`config.mk`:
```
export PLATFORM = sky130hd
export DESIGN_NAME = ampi_mem_if
export DESIGN_NICKNAME = d
export VERILOG_FILES = /design/src/ampi_mem_if.v /design/src/ampi_flag_pin.v
export VERILOG_INCLUDE_DIRS = /design/src
export SDC_FILE = /design/constraint.sdc
export NUM_CORES = 1
export LEC_CHECK = 0
export ABC_CLOCK_PERIOD_IN_PS = 2600
export BUFFER_PORTS_ARGS = -buffer_cell sky130_fd_sc_hd__buf_2
export CORE_AREA = 2 2 112 114
export CTS_CLUSTER_DIAMETER = 150
export DETAILED_ROUTE_END_ITERATION = 16
export DIE_AREA = 0 0 114 116
export PLACE_DENSITY = 0.6
export SLEW_MARGIN = 20
export SYNTH_ARGS = -nofsm -noshare
export SYNTH_HDL_FRONTEND = slang
export SYNTH_SLANG_ARGS = --single-unit
```
`constraint.sdc`:
```
create_clock -name core_clk -period 2.6 [get_ports core_clk]
set_clock_uncertainty 0.2 [all_clocks]
set_input_delay 0 -clock core_clk [delete_from_list [all_inputs] [get_ports core_clk]]
set_output_delay 0 -clock core_clk [all_outputs]
set_load 0.02 [all_outputs]
```
`src/ampi_regs.vh`:
```
// constants for the asynchronous memory pin interface
`ifndef AMPI_REGS_VH
`define AMPI_REGS_VH
// ---------------------------------------------------------------
// widths
// ---------------------------------------------------------------
`define AMPI_ADDR_W 24
`define AMPI_DATA_W 8
// bank field: address bits 23:22 select one of four banks
`define AMPI_BANK_HI 23
`define AMPI_BANK_LO 22
// ---------------------------------------------------------------
// data pin function selections
// ---------------------------------------------------------------
`define AMPI_DSEL_EXTERNAL_MEMORY_FUNCTION 2'h0
`define AMPI_DSEL_PARALLEL_DATA_ACQUISITION 2'h1
`define AMPI_DSEL_FLAG 2'h2
`define AMPI_DSEL_PWM 2'h3
// ---------------------------------------------------------------
// flag pin 2/3 function selections
// ---------------------------------------------------------------
`define AMPI_FSEL_FLAG 2'h0
`define AMPI_FSEL_ALT 2'h1
`define AMPI_FSEL_MS 2'h2
// ---------------------------------------------------------------
// boot mode code for 8-bit flash boot over this port
// ---------------------------------------------------------------
`define AMPI_BOOT_FLASH 3'h2
`endif

```
`src/ampi_mem_if.v`:
```
// asynchronous external memory pin interface with shared pin functions
`timescale 1ns/10ps
module ampi_mem_if (
  core_clk,
  reset_n,
  accReq,
  accWrite,
  accAddr,
  accWdata,
  accBusy_r,
  accDone_r,
  accRdata_r,
  bootMode,
  dataSel,
  pdapEn,
  flag2Sel,
  flag3Sel,
  flagOutEn,
  flagOutVal,
  timerExpired,
  pwmOut,
  extAddrOut_r,
  extAddrOe_r,
  extDataIn,
  extDataOut_r,
  extDataOe_r,
  extWaitAckIn,
  bankChipSelectN_r,
  bankChipSelectOe_r,
  extReadStrobeN_r,
  extWriteStrobeN_r,
  strobeOe_r,
  flagPinIn,
  flagPinOut_r,
  flagPinOe_r,
  flagIn_r,
  pdapAddr_r,
  pdapData_r
);
  `include "ampi_regs.vh"
  input wire core_clk; // core clock, 250 MHz
  input wire reset_n; // synchronous reset, active low
  input wire accReq; // core access request (conditional too)
  input wire accWrite; // high write, low read
  input wire [23:0] accAddr; // access address
  input wire [7:0] accWdata; // write data
  output reg accBusy_r; // access in progress
  output reg accDone_r; // one-cycle completion pulse
  output reg [7:0] accRdata_r; // read data
  input wire [2:0] bootMode; // boot configuration code
  input wire [1:0] dataSel; // data pin function
  input wire pdapEn; // parallel input control enable
  input wire [1:0] flag2Sel; // flag pin 2 function
  input wire [1:0] flag3Sel; // flag pin 3 function
  input wire [3:0] flagOutEn; // flag directions
  input wire [3:0] flagOutVal; // flag output levels
  input wire timerExpired; // timer expired event level
  input wire [7:0] pwmOut; // pulse-width outputs
  output reg [23:0] extAddrOut_r; // address pins
  output reg extAddrOe_r; // address pins driven
  input wire [7:0] extDataIn; // data pins level
  output reg [7:0] extDataOut_r; // data pins drive
  output reg [7:0] extDataOe_r; // data pins enables
  input wire extWaitAckIn; // acknowledge, low adds wait states
  output reg [1:0] bankChipSelectN_r; // bank 0/1 selects
  output reg bankChipSelectOe_r; // selects driven
  output reg extReadStrobeN_r; // read strobe, active low
  output reg extWriteStrobeN_r; // write strobe, active low
  output reg strobeOe_r; // strobes driven
  input wire [3:0] flagPinIn; // flag pins level
  output reg [3:0] flagPinOut_r; // flag pins drive
  output reg [3:0] flagPinOe_r; // flag pins enables
  output reg [3:0] flagIn_r; // sampled flag pins
  output reg [23:0] pdapAddr_r; // parallel input address: core address while enabled, else the driven address
  output reg [7:0] pdapData_r; // parallel input from data pins
  // ---------------------------------------------------------------
  // state machine
  // ---------------------------------------------------------------
  localparam ST_IDLE = 3'b001; // no access
  localparam ST_SETUP = 3'b010; // address and select out
  localparam ST_STROBE = 3'b100; // strobe held until acknowledge
  reg [2:0] state_r; // current state
  reg writeAcc_r; // current access is a write
  reg [1:0] bankSel_r; // decoded bank of current access
  reg emifLive_r; // pins out of reset into memory function
  wire [1:0] reqBank; // bank of requested address
  wire emifData; // data pins in memory function
  wire [3:0] msN; // all four bank selects
  wire [3:0] flagPinOut; // per pin drive
  wire [3:0] flagPinOe; // per pin enable
  wire [3:0] flagSample; // per pin sample
  wire [1:0] fsel [0:3]; // per pin function
  reg [7:0] wrData_r; // write byte held for the whole access
  wire accTake; // request accepted at this edge
  wire accEnd; // acknowledge high under the strobe
  assign reqBank = accAddr[`AMPI_BANK_HI:`AMPI_BANK_LO];
  assign emifData = (dataSel == `AMPI_DSEL_EXTERNAL_MEMORY_FUNCTION);
  assign accTake = (state_r == ST_IDLE) && accReq && !pdapEn;
  assign accEnd = (state_r == ST_STROBE) && extWaitAckIn;
  // selects move with the address at take, drop at the end
  // bank selects decode the address only, bootMode is not used
  assign msN = accTake ? ~(4'h1 << reqBank) :
    (accEnd || state_r == ST_IDLE) ? 4'hf :
    ~(4'h1 << bankSel_r);
  assign fsel[0] = `AMPI_FSEL_FLAG;
  assign fsel[1] = `AMPI_FSEL_FLAG;
  assign fsel[2] = flag2Sel;
  assign fsel[3] = flag3Sel;
  // ---------------------------------------------------------------
  // access sequencing
  // ---------------------------------------------------------------
  always @(posedge core_clk) begin
    if (!reset_n) begin
      state_r <= ST_IDLE;
      writeAcc_r <= 1'b0;
      bankSel_r <= 2'h0;
      emifLive_r <= 1'b0;
      accBusy_r <= 1'b0;
      accDone_r <= 1'b0;
      accRdata_r <= 8'h00;
      wrData_r <= 8'h00;
      extAddrOut_r <= 24'h000000;
      extReadStrobeN_r <= 1'b1;
      extWriteStrobeN_r <= 1'b1;
    end else begin
      emifLive_r <= 1'b1; // memory function after reset
      accDone_r <= 1'b0;
      case (state_r)
        ST_IDLE: begin
          // conditional accesses still request and select
          if (accTake) begin
            extAddrOut_r <= accAddr;
            wrData_r <= accWdata; // core need not hold the byte
            bankSel_r <= reqBank;
            writeAcc_r <= accWrite;
            accBusy_r <= 1'b1;
            state_r <= ST_SETUP;
          end
        end
        ST_SETUP: begin
          extReadStrobeN_r <= writeAcc_r;
          extWriteStrobeN_r <= ~writeAcc_r;
          state_r <= ST_STROBE;
        end
        ST_STROBE: begin
          // hold while acknowledge is low
          if (extWaitAckIn) begin
            extReadStrobeN_r <= 1'b1;
            extWriteStrobeN_r <= 1'b1;
            if (!writeAcc_r) begin
              accRdata_r <= extDataIn;
            end
            accBusy_r <= 1'b0;
            accDone_r <= 1'b1;
            state_r <= ST_IDLE;
          end
        end
        default: begin
          state_r <= ST_IDLE;
        end
      endcase
    end
  end
  // ---------------------------------------------------------------
  // pin enables and shared pin functions
  // ---------------------------------------------------------------
  always @(posedge core_clk) begin
    if (!reset_n) begin
      extAddrOe_r <= 1'b0;
      extDataOut_r <= 8'h00;
      extDataOe_r <= 8'h00;
      bankChipSelectN_r <= 2'h3;
      bankChipSelectOe_r <= 1'b0; // float during reset
      strobeOe_r <= 1'b0;
      pdapAddr_r <= 24'h000000;
      pdapData_r <= 8'h00;
    end else begin
      bankChipSelectN_r <= msN[1:0];
      bankChipSelectOe_r <= emifLive_r;
      strobeOe_r <= emifLive_r;
      // address pins become inputs for parallel input
      extAddrOe_r <= emifLive_r && !pdapEn;
      pdapAddr_r <= extAddrOut_r;
      if (pdapEn) begin
        pdapAddr_r <= accAddr; // no address pin input: core address
      end
      pdapData_r <= extDataIn;
      // one data pin function at a time
      case (dataSel)
        `AMPI_DSEL_EXTERNAL_MEMORY_FUNCTION: begin
          extDataOut_r <= wrData_r;
          extDataOe_r <= (emifData && writeAcc_r &&
            state_r != ST_IDLE) ? 8'hff : 8'h00;
        end
        `AMPI_DSEL_FLAG: begin
          extDataOut_r <= {4'h0, flagOutVal};
          extDataOe_r <= {4'h0, flagOutEn};
        end
        `AMPI_DSEL_PWM: begin
          extDataOut_r <= pwmOut;
          extDataOe_r <= 8'hff;
        end
        default: begin
          extDataOut_r <= 8'h00;
          extDataOe_r <= 8'h00;
        end
      endcase
    end
  end
  // ---------------------------------------------------------------
  // flag pins, two carry alternate bank selects
  // ---------------------------------------------------------------
  genvar gi;
  generate
    for (gi = 0; gi < 4; gi = gi + 1) begin : gFlag
      ampi_flag_pin uPin (
        .core_clk(core_clk),
        .reset_n(reset_n),
        .funcSel(fsel[gi]),
        .flagOutEn(flagOutEn[gi]),
        .flagOutVal(flagOutVal[gi]),
        .altOut(timerExpired),
        .altIsOutput(gi == 3),
        .msN(msN[gi]),
        .pinIn(flagPinIn[gi]),
        .pinOut_r(flagPinOut[gi]),
        .pinOe_r(flagPinOe[gi]),
        .flagIn_r(flagSample[gi])
      );
    end
  endgenerate
  // ---------------------------------------------------------------
  // register the flag outputs at the top
  // ---------------------------------------------------------------
  always @(posedge core_clk) begin
    if (!reset_n) begin
      flagPinOut_r <= 4'hf;
      flagPinOe_r <= 4'h0;
      flagIn_r <= 4'h0;
    end else begin
      flagPinOut_r[1:0] <= flagPinOut[1:0];
      // bank 2/3 selects skip the pin stage to stay with the address
      flagPinOut_r[2] <= (flag2Sel == `AMPI_FSEL_MS) ? msN[2] :
        flagPinOut[2];
      flagPinOut_r[3] <= (flag3Sel == `AMPI_FSEL_MS) ? msN[3] :
        flagPinOut[3];
      flagPinOe_r <= flagPinOe;
      flagIn_r <= flagSample;
    end
  end
endmodule // ampi_mem_if

```
`src/ampi_flag_pin.v`:
```
// one general flag pin with alternate output and bank select functions
`timescale 1ns/10ps
module ampi_flag_pin (
  core_clk,
  reset_n,
  funcSel,
  flagOutEn,
  flagOutVal,
  altOut,
  altIsOutput,
  msN,
  pinIn,
  pinOut_r,
  pinOe_r,
  flagIn_r
);
  `include "ampi_regs.vh"
  input wire core_clk; // core clock
  input wire reset_n; // synchronous reset, active low
  input wire [1:0] funcSel; // flag, alternate, or bank select
  input wire flagOutEn; // flag direction, high drives
  input wire flagOutVal; // flag output level
  input wire altOut; // alternate output (timer expired)
  input wire altIsOutput; // alternate function drives the pin
  input wire msN; // bank select for this pin, active low
  input wire pinIn; // pin level
  output reg pinOut_r; // pin drive level
  output reg pinOe_r; // pin output enable
  output reg flagIn_r; // sampled pin level (flag or irq input)
  // -------------------------------------------------------------
  // pin drive selection
  // -------------------------------------------------------------
  always @(posedge core_clk) begin
    if (!reset_n) begin
      pinOut_r <= 1'b1;
      pinOe_r <= 1'b0; // pin is an input after reset
      flagIn_r <= 1'b0;
    end else begin
      flagIn_r <= pinIn;
      case (funcSel)
        `AMPI_FSEL_MS: begin // chip select for extra bank
          pinOut_r <= msN;
          pinOe_r <= 1'b1;
        end
        `AMPI_FSEL_ALT: begin // irq input or timer-expired output
          pinOut_r <= altOut;
          pinOe_r <= altIsOutput;
        end
        default: begin // general flag
          pinOut_r <= flagOutVal;
          pinOe_r <= flagOutEn;
        end
      endcase
    end
  end
endmodule // ampi_flag_pin

```
==> reports/summary.txt <==
Max-cap violations: 0
Main synth FF type: dfxtp_1
Synth area leaders: dfxtp_1 58%, nand2_1 7.3%, mux2i_1 5.9%, a21oi_1 5.8%, and2_1 3.6%
Max Freq: 432 MHz
startpoint types: flop
setup TNS: 0 ns
Layout Area Growth over Synthesis: 60.5%
Worst-Skew Late Latency: 0.41 ns
Initial Utilization: 35.4%
first-pass GRT wire length: 18,700 microns
vias in the first global route: 3,956
input/output buffers: 173
final hold vios: 0
Final ANT Viol Nets: 0
DRT iter0 DRCs: 160
NetSw: 1.12 mW
fillers: 1,069
Final period util: 89.0%
R2R Path End: extAddrOut_r[16]$_SDFFE_PN0P_
Post-synth EDFFs: 0
largest net degree at the start of global routing: 87
flops & latches, synth: 122
most frequent cells after synthesis: 122 x dfxtp_1, 82 x nand2_1, 49 x a21oi_1
syn_area_per_cell: 9.51 sq um
root buf cell: clkbuf_16
LEAKAGE: 3.15 nW
synthesized area: 0.00421 sq mm
final setup fails: 0
Switching Share: 23.1%
Power Dens Cells: 717 mW/mm^2
Critical Path RT: 2.74 ns
Synth warnings: 0
vias per inst: 4.57
Die Span Y: 116 microns
Hold WC Path Type: in2reg
FF-to-FF Start: state_r[0]$_SDFFE_PN1P_
worst-path cell chain: or3b_1, nor3b_4, buf_12, nand2_1, dlygate4sd3_1, a21oi_1
Sink Count: 122
TritonCTS buffer count: 17
Rows: 40
CTS tree: yes
register area: 0.00244 sq mm
Worst setup endpoint: extAddrOut_r[16]$_SDFFE_PN0P_
Die ar.: 0.0132 sq mm
sequential cell area fraction in the yosys report: 58.0%
die width: 114 microns
area taken by multi-input logic gates: 0.00158 sq mm
post-synth top area share: 58.0%
Clock Power Share: 47.2%
CP Max Fanout: 11
top-count cell post-synth: dfxtp_1
R2R Setup Slk: 0.29 ns
Routed wire per std cell: 13.4 microns
Synth async-reset ratio: 0%
Worst path slowest cell: dlygate4sd3_1
worst path bufs/invs: 2
reg2reg path depth: 6
CTS resizes: 0
router iterations before antenna repair: 4
CP peak stage delay: 0.55 ns
Worst Path Arrival: 2.46 ns
core area: 0.0119 sq mm
layout cell share with drive strength beyond 1: 30.4%
register share of total power: 41.2%
area leader, netlist: dfxtp_1
Vias: 3,980
initial antenna violation count: 0
clk slew on worst S/H paths: 0.05 ns
slew at the pin closest to its max-slew limit: 0.681 ns
RSZ-0062 raised after global routing: false
routed wire length: 11,600 microns
cell family with most CP delay: simple AND/OR/NAND/NOR gates
logic gate share of total power: 11.6%
H-tree depth: 4
fin crit period: 2.31 ns
worst vdd ir: 0.341 mV
GRT Total Usage: 18.2%
GRT overflow: 0
total number of cells along the worst setup path: 6
status: finished, final reports clean
Final Net Count: 791
Top Ports: 177
Clock Path Buffers: 2
n_diodes: 0
P_int: 3.73 mW
final core area utilization: 56.7%
detailed placement HPWL: 7300 microns
Setup CP Type: reg2reg
Slew Limit Headroom: 54.4%
Final Max Slew Viols: 0
gp weighted congestion: 0.740
synthesized net count: 523
Residual DRC: 0
post-synth cell types: 37
Cells after Synth: 443
crit path from: state_r[0]$_SDFFE_PN1P_
Setup crit end kind: flop
==> sequential cells by signal, indices dropped and copies added (netlist names), 5 cells and up <==
| register | count |
|---|---|
| pdapAddr_r | 24 |
| wrData_r | 8 |
| extDataOut_r | 8 |
| accRdata_r | 8 |
| pdapData_r | 8 |
| extAddrOut_r | 24 |
| extDataOe_r | 5 |
==> worst min-delay path: stages <==
cell and delay [ns]:
dlygate4sd3_1 0.51, buf_2 0.11, mux2i_1 0.06, nor2_1 0.07
==> stage by stage <==
step | std cells | worst slack (ns) | instance area [sq um] | power (mW) | hold slack (ns)
after detailed placement | 738 | 0.374 | 5160 | 2.47 | 0.00792
after global placement | 738 | 0.414 | 5160 | 2.46 | 0.00698
after CTS | 868 | 0.0760 | 6730 | 4.88 | 0.169
final | 870 | 0.286 | 6760 | 4.85 | 0.181
after floorplan | 443 | 0.655 | 4210 | 2.30 | -0.172
after global routing | 870 | 0.138 | 6760 | 5.04 | 0.186
==> placed cells by master, fill, tap and decap left out, drive strengths merged, types with 2 or more instances in the layout <==
| master | netlist | layout |
|---|---|---|
| a211oi | 3 | 3 |
| a21oi | 50 | 50 |
| a22oi | 8 | 8 |
| and2 | 24 | 24 |
| buf | 17 | 181 |
| bufinv | 0 | 2 |
| clkbuf | 14 | 23 |
| clkinv | 0 | 5 |
| dfxtp | 122 | 122 |
| dlygate4sd3 | 0 | 99 |
| ha | 4 | 4 |
| inv | 8 | 8 |
| mux2 | 3 | 3 |
| mux2i | 25 | 25 |
| nand2 | 82 | 82 |
| nand2b | 7 | 7 |
| nand3 | 3 | 3 |
| nor2 | 40 | 40 |
| nor3 | 2 | 2 |
| nor3b | 2 | 2 |
| o21ai | 15 | 15 |
| or3b | 3 | 3 |
==> metal layers <==
| metal | track usage [%] | wire (microns) | up-vias |
|---|---|---|---|
| li1 | - | - | 1998 |
| met1 | 21.0 | 4890 | 1819 |
| met2 | 31.0 | 5760 | 142 |
| met3 | 6.07 | 776 | 21 |
| met4 | 7.48 | 218 | 0 |
| met5 | 0 | 0 | - |
==> cells by family (layout without fill, tap and decap cells) <==
group	count (synthesis)	after routing	share of synthesized area, %
simple gates	169	169	18.3
compound gates	81	81	11.1
fa+ha+maj	4	4	1.19
mux	28	28	6.74
buf+inv	39	319	4.66
flops	122	122	58.0
==> layout make-up <==
| cell class | instances | share of cell area (%) |
|---|---|---|
| well taps | 147 | 2.72 |
| clock inverters | 8 | 1.37 |
| inverters | 8 | 0.444 |
| repair buffers | 280 | 28.7 |
| clock buffers | 23 | 7.22 |
| multi-input cells | 282 | 23.4 |
| flip-flops and latches | 122 | 36.1 |
==> power by group through the flow <==
| stage | Clock [mW] | Sequential [mW] | Combinational, mW |
|---|---|---|---|
| floorplan | 0 | 2.11 | 0.185 |
| global placement | 0 | 2.03 | 0.430 |
| detailed placement | 0 | 2.04 | 0.438 |
| CTS | 2.33 | 2.00 | 0.555 |
| global route | 2.42 | 2.01 | 0.612 |
| finish | 2.29 | 2.00 | 0.560 |
==> timing repair <==
| action | CTS | global route |
|---|---|---|
| endpoints found under the setup margin | 0 | 4 |
| setup buffers | 0 | 2 |
| hold buffers | 99 | 0 |
| endpoints found under the hold margin | 120 | 0 |
==> worst min path at each step <==
stage,startpoint,to,slack (ns),cells past startpoint
after global placement,flagOutVal[0],gFlag[0].uPin.pinOut_r$_SDFF_PN1_,0.007,2
final,accAddr[9],pdapAddr_r[9]$_SDFF_PN0_,0.18,4
after floorplan,reset_n,emifLive_r$_DFF_P_,-0.17,0
after detailed placement,flagOutVal[0],gFlag[0].uPin.pinOut_r$_SDFF_PN1_,0.008,2
after CTS,accAddr[13],extAddrOut_r[13]$_SDFFE_PN0P_,0.17,4
after global routing,accWdata[5],wrData_r[5]$_SDFFE_PN0P_,0.19,4
Power figures use the tool's default switching activity.
